File: src/qrbs_regs.vh
// Constants for the burst SRAM model: widths, counts and reset values.
// Assumes it is included by bare name from src/ before any module that uses it.
// How it works
// - Read data follows start by 1.5 cycles with DLL on, 1 cycle with it off.
// - Every access moves four 18-bit words over two clock cycles.
// - Read select low at K rise starts a read and latches the address.
// - After the next K rise words leave on alternating output clock edges.
// - A read request on the K rise right after a read start is ignored.
// - Deselected read port finishes bursts, then floats after next positive output edge.
// - Write select low at K rise starts a write; four words commit together.
// - A write request on the K rise right after a write start is ignored.
// - Deselected write port finishes its burst, then ignores write inputs.
// - Active-low byte selects travel with every word; high keeps stored byte.
// - Both output clocks high just after reset release select single clock mode, fixed until the next reset.
// - Reads see the newest data, including writes still in flight.
// - Both selects together: read unless a read started last.
// - Selects sampled only at K rise; a read start blocks a write start on the same rise; bursts always finish.
// - Selects and byte selects are registered on input clock rising edges.
// - Two free-running echo clocks follow the output clocks, or K in single mode.
// - Output impedance is readjusted once every 1024 input clock cycles.
// - Burst words use the latched address then the next three addresses.
// - After reset both ports are idle and the read outputs float.
`ifndef QRBS_REGS_VH
`define QRBS_REGS_VH
`define QRBS_WORD_W 18
`define QRBS_BYTE_W 9
`define QRBS_BURST 4
`define QRBS_MASK_W 2
`define QRBS_IMP_PERIOD 1024
`define QRBS_IMP_LAST 10'h3FF
`define QRBS_STRAP_WAIT 2'h3
`define QRBS_Q_RST 18'h00000
`define QRBS_FIFO_DEPTH 8
`endif

File: src/qrbs_fifo.v
// Flip-flop FIFO with valid and ready on both sides.
// Assumes one clock and an asynchronous active-high reset shared with its user.
`timescale 1ns/1ps
`default_nettype none
module qrbs_fifo #(
	parameter WIDTH = 8,
	parameter DEPTH = 8
)(
	input wire i_clk,
	input wire i_reset,
	input wire i_in_valid,
	output wire o_in_ready,
	input wire [WIDTH-1:0] i_in_data,
	output wire o_out_valid,
	input wire i_out_ready,
	output wire [WIDTH-1:0] o_out_data
);
	function integer qrbs_clog2;
		input integer n;
		integer v;
		begin
			v = n - 1;
			qrbs_clog2 = 1;
			while (v > 1)
			begin
				v = v >> 1;
				qrbs_clog2 = qrbs_clog2 + 1;
			end
		end
	endfunction
	localparam integer PW = qrbs_clog2(DEPTH);
	localparam integer LAST_I = DEPTH - 1;
	localparam integer FULL_I = DEPTH;
	localparam [PW-1:0] LAST = LAST_I[PW-1:0];
	localparam [PW:0] FULL = FULL_I[PW:0];
	reg [WIDTH-1:0] store [0:DEPTH-1];
	reg [PW-1:0] wr_ptr;
	reg [PW-1:0] rd_ptr;
	reg [PW:0] count;
	wire push = i_in_valid & o_in_ready;
	wire pop = o_out_valid & i_out_ready;
	assign o_in_ready = (count != FULL);
	assign o_out_valid = (count != {(PW+1){1'b0}});
	assign o_out_data = store[rd_ptr];
	always @(posedge i_clk)
	begin
		if (push)
			store[wr_ptr] <= i_in_data;
	end
	always @(posedge i_clk or posedge i_reset)
	begin
		if (i_reset)
		begin
			wr_ptr <= {PW{1'b0}};
			rd_ptr <= {PW{1'b0}};
			count <= {(PW+1){1'b0}};
		end
		else
		begin
			if (push)
				wr_ptr <= (wr_ptr == LAST) ? {PW{1'b0}} : wr_ptr + 1'b1;
			if (pop)
				rd_ptr <= (rd_ptr == LAST) ? {PW{1'b0}} : rd_ptr + 1'b1;
			if (push & ~pop)
				count <= count + 1'b1;
			else if (pop & ~push)
				count <= count - 1'b1;
		end
	end
endmodule
`default_nettype wire

File: src/qrbs_sram.v
// Burst SRAM with separate read and write ports sharing one address bus.
// Assumes the link clocks and pins are slow against i_clk, so every pin is
// sampled through two flip-flops and link clock edges are found by comparison.
`timescale 1ns/1ps
`default_nettype none
`include "qrbs_regs.vh"
module qrbs_sram #(
	parameter AW = 4,
	parameter FIFO_DEPTH = `QRBS_FIFO_DEPTH
)(
	input wire i_clk,
	input wire i_reset,
	input wire i_k,
	input wire i_k_n,
	input wire i_c,
	input wire i_c_n,
	input wire [AW-1:0] i_addr,
	input wire i_read_port_select_n,
	input wire i_write_port_select_n,
	input wire [1:0] i_byte_write_select_n,
	input wire [`QRBS_WORD_W-1:0] i_data,
	input wire i_dll_disable_n,
	output reg [`QRBS_WORD_W-1:0] o_q,
	output reg o_q_oe,
	output reg o_echo_timing_pos,
	output reg o_echo_timing_neg,
	output reg o_impedance_update
);
	localparam W = `QRBS_WORD_W;
	localparam BW = `QRBS_BYTE_W;
	localparam NB = `QRBS_BURST;
	localparam MW = `QRBS_MASK_W;
	localparam SW = AW + 27;
	localparam FW = AW + NB * W + NB * MW;

	// Byte merge: a low select bit lets the new byte replace the stored one.
	function [W-1:0] merge;
		input [W-1:0] old;
		input [W-1:0] nw;
		input [MW-1:0] m;
		begin
			merge = old;
			if (!m[0])
				merge[BW-1:0] = nw[BW-1:0];
			if (!m[1])
				merge[W-1:BW] = nw[W-1:BW];
		end
	endfunction

	// Overlay of a burst's valid words onto a word read at address x.
	function [W-1:0] fwd;
		input [W-1:0] cur;
		input [AW-1:0] x;
		input [AW-1:0] ba;
		input [NB*W-1:0] d;
		input [NB*MW-1:0] m;
		input [NB-1:0] v;
		integer i;
		begin
			fwd = cur;
			for (i = 0; i < NB; i = i + 1)
				if (v[i] && (ba + i[AW-1:0]) == x)
					fwd = merge(fwd, d[i*W +: W], m[i*MW +: MW]);
		end
	endfunction

	// Pin sampling; only the second stage and the edge history are read.
	wire [SW-1:0] raw = {i_k, i_k_n, i_c, i_c_n, i_dll_disable_n, i_read_port_select_n,
		i_write_port_select_n, i_byte_write_select_n, i_data, i_addr};
	reg [SW-1:0] sync1;
	reg [SW-1:0] sync2;
	reg [3:0] clk_prev;
	wire k_s = sync2[SW-1];
	wire kn_s = sync2[SW-2];
	wire c_s = sync2[SW-3];
	wire cn_s = sync2[SW-4];
	wire dll_on = sync2[SW-5];
	wire rd_sel_n = sync2[SW-6];
	wire wr_sel_n = sync2[SW-7];
	wire [MW-1:0] byte_sel_n = sync2[AW+W+MW-1:AW+W];
	wire [W-1:0] din = sync2[AW+W-1:AW];
	wire [AW-1:0] ain = sync2[AW-1:0];
	wire k_rise = k_s & ~clk_prev[3];
	wire kn_rise = kn_s & ~clk_prev[2];
	wire c_rise = c_s & ~clk_prev[1];
	wire cn_rise = cn_s & ~clk_prev[0];

	always @(posedge i_clk or posedge i_reset)
	begin
		if (i_reset)
		begin
			sync1 <= {SW{1'b0}};
			sync2 <= {SW{1'b0}};
			clk_prev <= 4'h0;
		end
		else
		begin
			sync1 <= raw;
			sync2 <= sync1;
			clk_prev <= {k_s, kn_s, c_s, cn_s};
		end
	end

	// The strap is caught a few cycles after release, once the samplers hold real levels.
	reg [1:0] strap_cnt;
	reg strap_done;
	reg single;
	wire op_rise = single ? k_rise : c_rise;
	wire on_rise = single ? kn_rise : cn_rise;
	always @(posedge i_clk or posedge i_reset)
	begin
		if (i_reset)
		begin
			strap_cnt <= 2'h0;
			strap_done <= 1'b0;
			single <= 1'b0;
			o_echo_timing_pos <= 1'b0;
			o_echo_timing_neg <= 1'b0;
		end
		else
		begin
			if (!strap_done)
			begin
				if (strap_cnt == `QRBS_STRAP_WAIT)
				begin
					single <= c_s & cn_s;
					strap_done <= 1'b1;
				end
				else
					strap_cnt <= strap_cnt + 2'h1;
			end
			o_echo_timing_pos <= single ? k_s : c_s;
			o_echo_timing_neg <= single ? kn_s : cn_s;
		end
	end

	// Impedance update pulse, one per period of input clock cycles.
	reg [9:0] imp_cnt;
	always @(posedge i_clk or posedge i_reset)
	begin
		if (i_reset)
		begin
			imp_cnt <= 10'h000;
			o_impedance_update <= 1'b0;
		end
		else
		begin
			o_impedance_update <= k_rise & (imp_cnt == `QRBS_IMP_LAST);
			if (k_rise)
				imp_cnt <= imp_cnt + 10'h001;
		end
	end

	// Start arbitration at K rise; one start per rise on the shared address bus.
	reg rd_last;
	reg wr_last;
	wire start_rd = k_rise & ~rd_sel_n & ~rd_last;
	wire start_wr = k_rise & ~wr_sel_n & ~wr_last & ~start_rd;
	always @(posedge i_clk or posedge i_reset)
	begin
		if (i_reset)
		begin
			rd_last <= 1'b0;
			wr_last <= 1'b0;
		end
		else if (k_rise)
		begin
			rd_last <= start_rd;
			wr_last <= start_wr;
		end
	end

	// Storage and the write FIFO between capture and commit.
	reg [W-1:0] mem [0:(1<<AW)-1];
	wire f_in_ready;
	wire f_valid;
	wire [FW-1:0] f_head;
	wire [AW-1:0] f_addr = f_head[FW-1:FW-AW];
	wire [NB*W-1:0] f_data = f_head[NB*W+NB*MW-1:NB*MW];
	wire [NB*MW-1:0] f_mask = f_head[NB*MW-1:0];

	// Write capture.
	reg wr_act;
	reg wr_wait;
	reg [1:0] wr_idx;
	reg [AW-1:0] wr_addr;
	reg [NB*W-1:0] wr_data;
	reg [NB*MW-1:0] wr_mask;
	reg [NB-1:0] wr_got;
	reg wr_full;
	reg wn_v;
	reg wn_wait;
	reg [AW-1:0] wn_addr;
	wire wr_cap = wr_act & (~wr_wait | k_rise) & (wr_idx[0] ? kn_rise : k_rise);
	wire wr_free = ~wr_act & ~wr_full;

	// Read path.
	reg rd_act;
	reg rd_wait;
	reg [1:0] rd_idx;
	reg [AW-1:0] rd_addr;
	reg rn_v;
	reg rn_wait;
	reg [AW-1:0] rn_addr;
	reg q_off_pend;
	wire rd_pos_slot = (rd_idx[0] == dll_on);
	wire rd_emit = rd_act & (~rd_wait | k_rise) & (rd_pos_slot ? op_rise : on_rise);
	wire rd_done = rd_emit & (rd_idx == 2'h3);
	wire rd_free = ~rd_act | rd_done;
	wire [AW-1:0] rd_x = rd_addr + rd_idx;
	wire [W-1:0] rd_base = fwd(mem[rd_x], rd_x, f_addr, f_data, f_mask, {NB{f_valid}});
	wire [W-1:0] rd_word = fwd(rd_base, rd_x, wr_addr, wr_data, wr_mask, wr_got);

	// The array takes one access per cycle, so a commit waits while a read word is fetched.
	wire f_drain = f_valid & ~rd_emit;
	qrbs_fifo #(
		.WIDTH(FW),
		.DEPTH(FIFO_DEPTH)
	) u_wfifo (
		.i_clk(i_clk),
		.i_reset(i_reset),
		.i_in_valid(wr_full),
		.o_in_ready(f_in_ready),
		.i_in_data({wr_addr, wr_data, wr_mask}),
		.o_out_valid(f_valid),
		.i_out_ready(~rd_emit),
		.o_out_data(f_head)
	);

	always @(posedge i_clk)
	begin : commit
		integer i;
		if (f_drain)
			for (i = 0; i < NB; i = i + 1)
				mem[f_addr + i[AW-1:0]] <= merge(mem[f_addr + i[AW-1:0]],
					f_data[i*W +: W], f_mask[i*MW +: MW]);
	end

	always @(posedge i_clk or posedge i_reset)
	begin
		if (i_reset)
		begin
			wr_act <= 1'b0;
			wr_wait <= 1'b0;
			wr_idx <= 2'h0;
			wr_addr <= {AW{1'b0}};
			wr_data <= {(NB*W){1'b0}};
			wr_mask <= {(NB*MW){1'b1}};
			wr_got <= {NB{1'b0}};
			wr_full <= 1'b0;
			wn_v <= 1'b0;
			wn_wait <= 1'b0;
			wn_addr <= {AW{1'b0}};
		end
		else
		begin
			if (k_rise)
			begin
				wr_wait <= 1'b0;
				wn_wait <= 1'b0;
			end
			// Words land only while a burst is open; otherwise the data pins are ignored.
			if (wr_cap)
			begin
				wr_data[wr_idx*W +: W] <= din;
				wr_mask[wr_idx*MW +: MW] <= byte_sel_n;
				wr_got[wr_idx] <= 1'b1;
				wr_idx <= wr_idx + 2'h1;
				if (wr_idx == 2'h3)
				begin
					wr_act <= 1'b0;
					wr_full <= 1'b1;
				end
			end
			// A full FIFO holds the burst here and stalls the next one.
			if (wr_full & f_in_ready)
			begin
				wr_full <= 1'b0;
				wr_got <= {NB{1'b0}};
			end
			if (start_wr & wr_free & ~wn_v)
			begin
				wr_act <= 1'b1;
				wr_wait <= 1'b1;
				wr_idx <= 2'h0;
				wr_addr <= ain;
			end
			else if (start_wr)
			begin
				wn_v <= 1'b1;
				wn_wait <= 1'b1;
				wn_addr <= ain;
			end
			else if (wn_v & wr_free)
			begin
				wr_act <= 1'b1;
				wr_wait <= wn_wait & ~k_rise;
				wr_idx <= 2'h0;
				wr_addr <= wn_addr;
				wn_v <= 1'b0;
			end
		end
	end

	always @(posedge i_clk or posedge i_reset)
	begin
		if (i_reset)
		begin
			rd_act <= 1'b0;
			rd_wait <= 1'b0;
			rd_idx <= 2'h0;
			rd_addr <= {AW{1'b0}};
			rn_v <= 1'b0;
			rn_wait <= 1'b0;
			rn_addr <= {AW{1'b0}};
			q_off_pend <= 1'b0;
			o_q <= `QRBS_Q_RST;
			o_q_oe <= 1'b0;
		end
		else
		begin
			if (k_rise)
			begin
				rd_wait <= 1'b0;
				rn_wait <= 1'b0;
			end
			if (rd_emit)
			begin
				o_q <= rd_word;
				o_q_oe <= 1'b1;
				rd_idx <= rd_idx + 2'h1;
				q_off_pend <= 1'b0;
			end
			if (rd_done)
			begin
				rd_act <= 1'b0;
				if (~rn_v & ~start_rd)
					q_off_pend <= 1'b1;
			end
			// Outputs float one positive output edge after the last word.
			if (q_off_pend & op_rise & ~rd_emit)
			begin
				o_q_oe <= 1'b0;
				q_off_pend <= 1'b0;
			end
			if (start_rd | rn_v)
				q_off_pend <= 1'b0;
			if (start_rd & rd_free & ~rn_v)
			begin
				rd_act <= 1'b1;
				rd_wait <= 1'b1;
				rd_idx <= 2'h0;
				rd_addr <= ain;
			end
			else if (start_rd)
			begin
				rn_v <= 1'b1;
				rn_wait <= 1'b1;
				rn_addr <= ain;
			end
			else if (rn_v & rd_free)
			begin
				rd_act <= 1'b1;
				rd_wait <= rn_wait & ~k_rise;
				rd_idx <= 2'h0;
				rd_addr <= rn_addr;
				rn_v <= 1'b0;
			end
		end
	end
endmodule
`default_nettype wire

File: config.mk
export PLATFORM = sky130hd
export DESIGN_NAME = qrbs_sram
export DESIGN_NICKNAME = d
export VERILOG_FILES = /design/src/qrbs_fifo.v /design/src/qrbs_sram.v
export VERILOG_INCLUDE_DIRS = /design/src /design/src/src
export SDC_FILE = /design/constraint.sdc
export NUM_CORES = 2
export LEC_CHECK = 0
export ABC_CLOCK_PERIOD_IN_PS = 10700
export BUFFER_PORTS_ARGS = -buffer_cell sky130_fd_sc_hd__clkbuf_2
export CAP_MARGIN = 20
export CORE_ASPECT_RATIO = 0.5
export CORE_MARGIN = 4
export CORE_UTILIZATION = 45
export DETAILED_ROUTE_END_ITERATION = 8
export GPL_ROUTABILITY_DRIVEN = 0
export PLACE_DENSITY = 0.64
export SLEW_MARGIN = 0
export SYNTH_ARGS = -nofsm -noshare
export SYNTH_HDL_FRONTEND = slang
export SYNTH_SLANG_ARGS = --single-unit
export TNS_END_PERCENT = 30
File: constraint.sdc
create_clock -name i_clk -period 10.7 [get_ports i_clk]
set_input_delay 0 -clock i_clk [delete_from_list [all_inputs] [get_ports i_clk]]
set_output_delay 0 -clock i_clk [all_outputs]
set_load 0.005 [all_outputs]
==> out/qor.csv <==
metric;value;unit
status;finished, final reports clean;
Synth Instances;4301;
CP required;11.11;ns
Filler Cell Count;10719;
Setup Skew;0.0630;ns
hold_ws;0.348;ns
Syn Std Cell Area;58300;um2
DRT Wirelength;183;mm
CTS hold repair buffers;64;
RR Endpoint;mem[2][1]$_DFFE_PP_;
DR vias/cell;6.46;
# setup viols final;0;
initial antenna violation count;4;
min-delay worst type;register to register;
htree depth;3;
Num CTS Buffers;108;
Worst Max-Slew Pin Slew;1.29;ns
Synth cell types;93;
Crit path max-delay family;simple AND/OR/NAND/NOR gates;
clk root buf;clkbuf_16;
DRC Markers;0;
WS Path Type;register to register;
Pre-Repair DR Iteration Count;8;
min-delay src;sync1[25]$_DFF_PP0_;
DR WL/cell;29.9;um
gr ovfl total;0;
Seq cells post-synth;1188;
CP most frequent cell;mux2i_1;
synth top area cells;edfxtp_1, mux2i_1, dfrtp_1;
layout cells sized above 1;16.7;%
Post-CTS Setup Repair Bufs;0;
time the worst path needs with I/O delays and setup;5.95;ns
Worst Reg-to-Reg Cells;12;
crit-path max cell delay;0.83;ns
reg2reg setup slack;4.75;ns
area of the die;136000;um2
die span in x;517;um
RSZ-0062 raised after global routing;false;
f_max;168;MHz
CP Data Arrival Time;6.36;ns
Final Hold Vio Count;0;
Vias;39458;
largest area contributor in the netlist;edfxtp_1;
gr usage total;26.5;%
Sink Count;1188;
post_cts resized;0;
relative slew slack;13.8;%
Antenna diodes;0;
slowest CP cell;dfrtp_4;
setup TNS;0;ns
Worst-Skew Late Latency;0.77;ns
post-synthesis sequential area ratio;59.2;%
top_reg_cell synth;edfxtp_1;
DP Area;60400;um2
CORE AREA;129000;um2
largest fanout on the critical path;118;
clock transition at the registers of the reported paths;0.07;ns
max-cap violations;0;
Final Max Slew Viols;0;
CTS Buffer Depth;3;
EDFF count, synth;960;
Iter 0 DRT Violations;6016;
hold path endpoint;sync2[25]$_DFF_PP0_;
Ports;55;
Die H;263;um
Worst setup SP type;register;
Syn. warnings;0;
CTS tree;done;
antenna-violating nets left;0;
most frequent cell after synthesis;edfxtp_1;
Synth Net Count;4368;
cell area after layout;64800;um2
Tcrit/Tclk final;55.6;%
Post-synth top cells;edfxtp_1, mux2i_1, nand2_1;
# rows;93;
first-pass GRT wire length;264;mm
vias in the first global route;37810;
Syn Area/Cell;13.6;um2
post-synth top area share;49.4;%
# port buffers;54;
CP Cell Sequence;buf_12 -> mux2i_1 -> a22oi_2 -> nand2_1 -> inv_1 -> ha_1 -> buf_4 -> nand3_1 -> nor3_2 -> mux2i_1 -> a211oi_1 -> a21oi_1;
largest net degree at the start of global routing;119;
Nets;4372;
cell depth of the worst hold path;0;
element type at the critical path end;register;
worst r2r src;u_wfifo.rd_ptr[0]$_DFFE_PP0P_;
Starting Density;45.3;%
Synth-to-Final Area Change;11.0;%
hpwl dp;115;mm
Post-synth ARST share;19.2;%
Critical path buffers and inverters;3;
==> worst max path at each step <==
| stage | from | end | slack, ns | depth (start not counted) |
|---|---|---|---|---|
| after floorplan | u_wfifo.count[0]$_DFFE_PP0P_ | u_wfifo.store[0][0]$_DFFE_PP_ | 1.29 | 4 |
| after global placement | u_wfifo.rd_ptr[1]$_DFFE_PP0P_ | mem[0][1]$_DFFE_PP_ | 4.94 | 9 |
| after detailed placement | u_wfifo.rd_ptr[0]$_DFFE_PP0P_ | mem[0][0]$_DFFE_PP_ | 4.81 | 10 |
| after CTS | u_wfifo.rd_ptr[0]$_DFFE_PP0P_ | mem[0][0]$_DFFE_PP_ | 4.77 | 10 |
| after global routing | u_wfifo.rd_ptr[0]$_DFFE_PP0P_ | mem[3][2]$_DFFE_PP_ | 4.39 | 10 |
| final | u_wfifo.rd_ptr[0]$_DFFE_PP0P_ | mem[2][1]$_DFFE_PP_ | 4.75 | 12 |
==> cell families (layout without fill, tap and decap cells) <==
| family | count (synthesis) | in the layout | synth area share (%) |
|---|---|---|---|
| adder cells (fa/ha/maj) | 34 | 34 | 0.755 |
| multiplexers | 876 | 876 | 19.7 |
| AND/OR/NAND/NOR | 1021 | 1021 | 8.11 |
| flip-flops | 1188 | 1188 | 59.2 |
| buffers and inverters | 384 | 482 | 3.06 |
| XOR/XNOR | 52 | 52 | 0.942 |
| AO/OA/AOI/OAI | 746 | 746 | 8.25 |
==> metrics by stage <==
step / setup slack, ns / std cells / util [%]
5_1_grt: 4.39 / 6109 / 50.3
6_report: 4.75 / 6109 / 50.3
2_1_floorplan: 1.29 / 4301 / -
4_1_cts: 4.77 / 6100 / 50.2
3_5_place_dp: 4.81 / 5832 / 47.0
3_3_place_gp: 4.94 / 5827 / 46.9
==> layout make-up <==
class                      instances  area, um2  area share, %
tap                             1710       2140           3.30
inverter                          50        195          0.301
clock inverter                    63        642          0.991
clock buffer                     141       2940           4.54
multi-input combinational       2729      22400           34.6
timing repair buffer             228       1870           2.89
sequential                      1188      34600           53.4
==> layout by cell type (no fill, tap or decap), types with 54 or more instances in the layout <==
cell type	n
a211oi_1	162
a21oi_1	236
buf_4	98
clkbuf_16	109
clkbuf_2	54
dfrtp_1	217
dlygate4sd3_1	64
edfxtp_1	960
mux2_2	69
mux2i_1	581
mux4_2	208
nand2_1	430
nand3_1	67
nor2_1	228
nor2b_1	62
o21ai_0	155
==> flip-flops by register name (all words and copies together), names as in the netlist, 8 cells and up <==
name,cells
sync2,31
imp_cnt,10
sync1,31
mem,288
wr_data,72
u_wfifo.store,672
wr_mask,8
o_q,18
==> worst reg2reg max path: stages, from the launching register on <==
cell,delay [ns]
dfrtp_4,0.83
buf_12,0.60
mux2i_1,0.37
a22oi_2,0.63
nand2_1,0.28
inv_1,0.18
ha_1,0.62
buf_4,0.37
nand3_1,0.32
nor3_2,0.82
mux2i_1,0.19
a211oi_1,0.35
a21oi_1,0.07
==> routing by layer <==
layer | part of all wire (%) | wire [um] | global-route usage [%] | vias to the layer above
li1 | - | - | - | 16513
met1 | 42 | 76200 | 40.1 | 19838
met2 | 41 | 74400 | 35.7 | 2702
met3 | 14 | 25900 | 8.68 | 401
met4 | 3.5 | 6480 | 8.43 | 4
met5 | 0.015 | 27 | 0 | -
Power is left out: the tool's default activity adds up to more than one toggle a clock period on the data nets, which glitch-free logic cannot reach.
